## src/ssr_params.svh

```systemverilog
// Constants for the serial shift and storage register block
`ifndef SSR_PARAMS_SVH
`define SSR_PARAMS_SVH

`define SSR_WIDTH      16
`define SSR_TOP_BIT    15
`define SSR_FIFO_DEPTH 16
`define SSR_FIFO_AW    4
`define SSR_PIN_INIT   5'h02

`endif

```

## src/ssr_pkg.sv

```systemverilog
// Types for the serial shift and storage register block
`include "ssr_params.svh"

package ssr_pkg;
    typedef logic [`SSR_WIDTH-1:0] ssr_word_t;
    typedef enum logic [1:0] {
        SSR_HOLD,
        SSR_SHIFT,
        SSR_LOAD
    } ssr_mode_t;
endpackage

```

## src/ssr_fifo.sv

```systemverilog
// Small flip-flop FIFO with valid and ready on both sides
`timescale 1ns/1ps
`include "ssr_params.svh"

module ssr_fifo #(
    parameter int WIDTH = `SSR_WIDTH,
    parameter int DEPTH = `SSR_FIFO_DEPTH,
    parameter int AW    = `SSR_FIFO_AW
) (
    input  wire logic             mclk,
    input  wire logic             rst,
    input  wire logic             in_valid,
    output logic                  in_ready,
    input  wire logic [WIDTH-1:0] in_data,
    output logic                  out_valid,
    input  wire logic             out_ready,
    output logic      [WIDTH-1:0] out_data
);
    logic [WIDTH-1:0] mem_r [DEPTH];
    logic [AW-1:0]    wptr_r;
    logic [AW-1:0]    rptr_r;
    logic [AW:0]      count_r;
    wire              push;
    wire              pop;

    ////////////////////////////////////////////////////////////////////
    // Handshake decode
    assign in_ready  = (count_r != DEPTH[AW:0]);
    assign out_valid = (count_r != '0);
    assign push      = in_valid && in_ready;
    assign pop       = out_valid && out_ready;
    assign out_data  = mem_r[rptr_r];

    // Storage, written by index
    always_ff @(posedge mclk) begin
        if (push) begin
            mem_r[wptr_r] <= in_data;
        end
    end

    // Pointers and fill count
    always_ff @(posedge mclk) begin
        if (rst) begin
            wptr_r  <= '0;
            rptr_r  <= '0;
            count_r <= '0;
        end else begin
            wptr_r  <= push ? wptr_r + 1'b1 : wptr_r;
            rptr_r  <= pop ? rptr_r + 1'b1 : rptr_r;
            count_r <= count_r + {{AW{1'b0}}, push} - {{AW{1'b0}}, pop};
        end
    end
endmodule

```

## src/ssr_top.sv

```systemverilog
// Serial shift register with storage register and word FIFO
//
// What this block does
// - 16-bit shift register, mode from select, read/write and store level
// - Shift register changes only on falling shift clock with select low
// - Shift right: serial in to stage 0, stage 15 to serial out
// - Select low, read/write high, store high: load from storage
// - Storage holds while select or read/write is high
// - Rising store clock with select and read/write low copies shifter
// - Select high blocks both shifting and loading
// - Storage word shown on parallel outputs; serial pins allow chaining
`timescale 1ns/1ps
`include "ssr_params.svh"

module ssr_top (
    input  wire logic                  mclk,
    input  wire logic                  rst,
    input  wire logic                  first_stage_input,
    input  wire logic                  select_n,
    input  wire logic                  read_write,
    input  wire logic                  shift_clock_in,
    input  wire logic                  store_clock_in,
    output logic                       top_stage_bit,
    output logic      [`SSR_WIDTH-1:0] parallel_word_out,
    output logic                       word_valid,
    input  wire logic                  word_ready,
    output logic      [`SSR_WIDTH-1:0] word_data,
    output logic                       word_overflow
);
    ////////////////////////////////////////////////////////////////////
    // Pin bundle indices and synchroniser rest levels
    localparam int N_PIN  = 5;
    localparam int PIN_SD = 0;
    localparam int PIN_CS = 1;
    localparam int PIN_RW = 2;
    localparam int PIN_SH = 3;
    localparam int PIN_ST = 4;
    localparam logic [N_PIN-1:0] PIN_INIT = `SSR_PIN_INIT;

    // Edge test on two successive synchronised levels
    function automatic logic edge_seen(
        input logic prev,
        input logic now,
        input logic rising
    );
        return rising ? (~prev & now) : (prev & ~now);
    endfunction

    // Next value of one shifter stage for the decoded mode
    function automatic logic stage_next(
        input ssr_pkg::ssr_mode_t m,
        input logic               fall,
        input logic               cur,
        input logic               below,
        input logic               stored
    );
        logic nxt;
        nxt = cur;
        if (fall) begin
            unique case (m)
                ssr_pkg::SSR_HOLD:  nxt = cur;
                ssr_pkg::SSR_SHIFT: nxt = below;
                ssr_pkg::SSR_LOAD:  nxt = stored;
                default:            nxt = cur;
            endcase
        end
        return nxt;
    endfunction

    ////////////////////////////////////////////////////////////////////
    // Pin synchronisers, two flops each
    // The pins are asynchronous to mclk; every edge is therefore
    // seen two clocks late and acted on at the third, and each pin level must span at least one
    // rising mclk edge for the block to see it at all.
    wire  [N_PIN-1:0] pin_raw;
    wire  [N_PIN-1:0] pin_lvl;
    logic             sh_prev_r;
    logic             st_prev_r;

    // Gather the asynchronous pins into one bundle
    assign pin_raw[PIN_SD] = first_stage_input;
    assign pin_raw[PIN_CS] = select_n;
    assign pin_raw[PIN_RW] = read_write;
    assign pin_raw[PIN_SH] = shift_clock_in;
    assign pin_raw[PIN_ST] = store_clock_in;

    genvar gp;
    generate
        for (gp = 0; gp < N_PIN; gp++) begin : g_sync
            logic meta_r;
            logic safe_r;

            // Only the second flop feeds any logic
            always_ff @(posedge mclk) begin
                if (rst) begin
                    meta_r <= PIN_INIT[gp];
                    safe_r <= PIN_INIT[gp];
                end else begin
                    meta_r <= pin_raw[gp];
                    safe_r <= meta_r;
                end
            end

            assign pin_lvl[gp] = safe_r;
        end
    endgenerate

    // Previous clock levels for edge detection, resting low
    always_ff @(posedge mclk) begin
        if (rst) begin
            sh_prev_r <= 1'b0;
            st_prev_r <= 1'b0;
        end else begin
            sh_prev_r <= pin_lvl[PIN_SH];
            st_prev_r <= pin_lvl[PIN_ST];
        end
    end

    ////////////////////////////////////////////////////////////////////
    // Edge and mode decode
    wire sel     = ~pin_lvl[PIN_CS];
    wire rw      = pin_lvl[PIN_RW];
    wire st_lvl  = pin_lvl[PIN_ST];
    wire sd_lvl  = pin_lvl[PIN_SD];
    wire sh_fall = edge_seen(sh_prev_r, pin_lvl[PIN_SH], 1'b0);
    wire st_rise = edge_seen(st_prev_r, pin_lvl[PIN_ST], 1'b1);

    // Store clock level picks load over shift at the shift edge
    ssr_pkg::ssr_mode_t mode;
    assign mode = !sel ? ssr_pkg::SSR_HOLD :
                  (rw && st_lvl) ? ssr_pkg::SSR_LOAD :
                  ssr_pkg::SSR_SHIFT;

    // Storage moves only on a rising store edge, select and write low
    wire store_go = sel && !rw && st_rise;

    ////////////////////////////////////////////////////////////////////
    // Shift register and storage register, no reset on data
    // Data flops carry no reset on purpose: a reset would invent a
    // power-up word that the pins never wrote.
    ssr_pkg::ssr_word_t shift_r;
    ssr_pkg::ssr_word_t shift_nxt;
    ssr_pkg::ssr_word_t store_r;
    ssr_pkg::ssr_word_t below_w;

    // What each stage takes on a shift: its lower neighbour
    assign below_w = {shift_r[`SSR_TOP_BIT-1:0], sd_lvl};

    genvar gs;
    generate
        for (gs = 0; gs < `SSR_WIDTH; gs++) begin : g_stage
            logic keep_r;

            // One stage: hold, shift or load, only on a shift edge
            assign shift_nxt[gs] = stage_next(mode, sh_fall, shift_r[gs],
                                              below_w[gs], store_r[gs]);

            // Storage bit captures its stage on a qualified store edge
            always_ff @(posedge mclk) begin
                if (store_go) begin
                    keep_r <= shift_r[gs];
                end
            end

            assign store_r[gs] = keep_r;
        end
    endgenerate

    // Contents undefined until written
    always_ff @(posedge mclk) begin
        shift_r <= shift_nxt;
    end

    ////////////////////////////////////////////////////////////////////
    // Outputs: serial tail and parallel word from flops
    assign top_stage_bit     = shift_r[`SSR_TOP_BIT];
    assign parallel_word_out = store_r;

    ////////////////////////////////////////////////////////////////////
    // Stored words are queued for a downstream consumer; one stored while the FIFO is full is dropped and sets word_overflow
    logic store_go_r;
    logic fifo_in_ready;
    logic word_overflow_r;

    always_ff @(posedge mclk) begin
        if (rst) begin
            store_go_r      <= 1'b0;
            word_overflow_r <= 1'b0;
        end else begin
            store_go_r      <= store_go;
            word_overflow_r <= word_overflow_r |
                               (store_go_r & ~fifo_in_ready);
        end
    end

    assign word_overflow = word_overflow_r;

    ssr_fifo #(
        .WIDTH (`SSR_WIDTH),
        .DEPTH (`SSR_FIFO_DEPTH),
        .AW    (`SSR_FIFO_AW)
    ) u_fifo (
        .mclk      (mclk),
        .rst       (rst),
        .in_valid  (store_go_r),
        .in_ready  (fifo_in_ready),
        .in_data   (store_r),
        .out_valid (word_valid),
        .out_ready (word_ready),
        .out_data  (word_data)
    );
endmodule

```

## config.mk

```make
export PLATFORM = sky130hd
export DESIGN_NAME = ssr_top
export DESIGN_NICKNAME = d
export VERILOG_FILES = /design/src/ssr_pkg.sv /design/src/ssr_fifo.sv /design/src/ssr_top.sv
export VERILOG_INCLUDE_DIRS = /design/src
export SDC_FILE = /design/constraint.sdc
export NUM_CORES = 1
export LEC_CHECK = 0
export ABC_AREA = 1
export ABC_CLOCK_PERIOD_IN_PS = 2900
export BUFFER_PORTS_ARGS = -buffer_cell sky130_fd_sc_hd__buf_2
export CAP_MARGIN = 30
export CORE_MARGIN = 1.5
export CORE_UTILIZATION = 25
export DETAILED_ROUTE_END_ITERATION = 10
export GPL_TIMING_DRIVEN = 0
export SETUP_SLACK_MARGIN = 0.05
export SLEW_MARGIN = 20
export SYNTH_ARGS = -nofsm -noshare
export SYNTH_HDL_FRONTEND = slang
export SYNTH_SLANG_ARGS = --single-unit
```

## constraint.sdc

```tcl
create_clock -name mclk -period 2.9 [get_ports mclk]
set_input_delay 0.435 -clock mclk [delete_from_list [all_inputs] [get_ports mclk]]
set_output_delay 0.435 -clock mclk [all_outputs]
set_load 0.01 [all_outputs]
```

==> run metrics <==
status=complete, no violations; Hold Path Class=in2reg; Syn Area/Cell=10.6 sq um; Residual DRC=0; layout cells sized above 1=0.144; library cells used by synthesis=23; hold_ws=118 ps; Pre-Repair DR Iteration Count=5; crit path time final=2720 ps; GR Overflow Total=0; most frequent cells in the layout=nand2_1, edfxtp_1, inv_1; CTS buffer count=34; Non-Filler Instances=2096; final setup vio count=0; clk root buf=clkbuf_16; RSZ-0062 raised after global routing=false; total power=0.0116 W; WHS Path Cells=2; Final Max Tran Viols=0; Starting Density=0.253; vias per cell=4.34; Startpoint Class=flip-flop; DR iter-0 viols=840; CTS tree=yes; Max Clk Rate=368 MHz; Final Skew=28.1 ps; Worst R2R Path Depth=16; Lkg Pwr=6.65 nW; Slew HR=0.380; Core ar.=0.0538 sq mm; row count=85; worst setup path category=reg2out; vias in the first global route=a little under 9000; WP data arrival=2280 ps; post-synthesis cell area=roughly 0.014 sq mm; io pins=43; Mapped Cells=around 1300; Clock transition at path regs=around 50 ps; yosys warns=0; worst-skew pair later-pin latency=520 ps; sequential share of the synthesized area=0.680; Power Density=723 mW/mm^2; Area growth syn-to-layout=17.2%; CP max FO=10; Vias=9094; commonest non-fill, non-tap cell in the layout=nand2_1; Setup TNS Final=0 ps; GRT Overall Usage=0.126; Slew @ Worst Pin=roughly 930 ps; maximum VDD drop=375 uV; number of setup buffers added after CTS=0; Worst EP required=between 2000 and 2500 ps; maxcap violations=0; crit share post-route=0.936; largest net degree at the start of global routing=19; die width=roughly 240 microns; initial antenna violation count=0; maximum buffer depth of the clock tree=3; RePlAce Congestion=0.823; clock sinks=319; final WL=35700 microns; crit path capture type=primary output; # nets final=1396; Synth Register Bits=around 320; wire per inst=17.1 microns; Final HPWL DP=24300 microns; Hold Fails Final Rpt=0; H-Tree Depth=2; Port Buffers=41; global-route wire length before repair=53600 microns; Post-DRT Antenna Nets=0; syn nets=approximately 1300; Die Y-Extent=237 microns; die area=~0.056 sq mm; ANT cells=0; Inst Count DP=2036
==> flip-flops by register name (all words and copies together) (netlist names), named ones only <==
register and count:
u_fifo.mem_r 256, g_stage.keep_r 16, shift_r 16, g_sync.meta_r 5, g_sync.safe_r 5, u_fifo.count_r 5, u_fifo.rptr_r 4, u_fifo.wptr_r 4
sh_prev_r 1, st_prev_r 1, store_go_r 1, word_overflow 1
==> timing repair <==
action | 4_1_cts | 5_1_grt
cloned | 0 | 0
setup endpoints to repair | 8 | 4
hold buffers | 0 | 0
gates resized for setup | 2 | 2
==> synth_stat cells <==
library cell | n | area [sq um]
a21oi_1 | 6 | 30.0
buf_1 | 6 | 22.5
buf_2 | 13 | 65.1
buf_4 | 36 | 270
buf_6 | 8 | 90.1
clkbuf_1 | 7 | 26.3
clkinv_1 | 1 | 3.75
dfxtp_1 | 31 | 621
edfxtp_1 | 288 | 8650
fa_1 | 1 | 20.0
ha_1 | 11 | 138
inv_1 | 229 | 860
inv_2 | 2 | 7.51
mux2_2 | 16 | 180
nand2_1 | 364 | 1370
nand3_1 | 196 | 981
nand3b_4 | 1 | 20.0
nand4_1 | 3 | 18.8
nor2_1 | 54 | 203
o21a_1 | 1 | 7.51
o21ai_0 | 4 | 20.0
or2_2 | 2 | 12.5
xor2_1 | 3 | 26.3
==> layer usage <==
metal | part of all wire | vias to the layer above | wire, microns | GRT usage
met4 | 0.031 | 0 | 1130 | 0.0420
met1 | 0.43 | 4380 | 15300 | 0.167
li1 | - | 4306 | - | -
met3 | 0.072 | 63 | 2580 | 0.0203
met5 | 0 | - | 0 | 0
met2 | 0.47 | 345 | 16700 | 0.210
==> cells by family after synthesis <==
group           Yosys count  share of synthesized area
flops                   319                      0.680
buf+inv                 302                     0.0986
mux                      16                     0.0132
simple gates            620                      0.191
fa+ha+maj                12                     0.0116
xor+xnor                  3                    0.00193
compound gates           11                    0.00422
==> path summary, 6_finish.rpt <==
kind	slack [ps]	end	from
hold reg to reg	400	g_sync[2].safe_r	g_sync[2].meta_r
setup / recovery	180	word_data[5]	flip-flop
setup reg to reg	340	u_fifo.count_r[4]	u_fifo.count_r[2]
hold / removal	120	g_sync[1].meta_r	select_n
==> final cells by class <==
class                           instances  area (sq um)
Timing Repair Buffer                   57           412
Buffer                                 70           479
Multi-Input combinational cell        662          3070
Sequential cell                       319          9270
Fill cell                            5509         37800
Clock inverter                         14          75.1
Clock buffer                           46           940
Inverter                              232           871
Tap cell                              696           871
==> metrics by stage <==
stage	util	area [sq um]	setup slack (ps)
final	0.297	16000	184
after global routing	0.297	16000	59.6
after CTS	0.297	16000	77.6
after detailed placement	0.278	15000	319
after global placement	0.273	14700	-164
after floorplan	-	13600	539
==> report_power, final <==
| group | total, W | internal (W) | switching (W) |
|---|---|---|---|
| registers | 0.00505 | 0.00500 | 0.0000499 |
| clock network | 0.00402 | 0.00228 | 0.00174 |
| logic | 0.00248 | 0.000790 | 0.00169 |
| total | 0.0116 | 0.00808 | 0.00347 |
==> critical path, stage by stage, from the launching register on <==
cell and delay, ps:
dfxtp_1 300, buf_2 190, buf_1 540, nand3_1 210, nand3_1 180, nand2_1 170
buf_2 180
(Power assumes the default switching activity.)
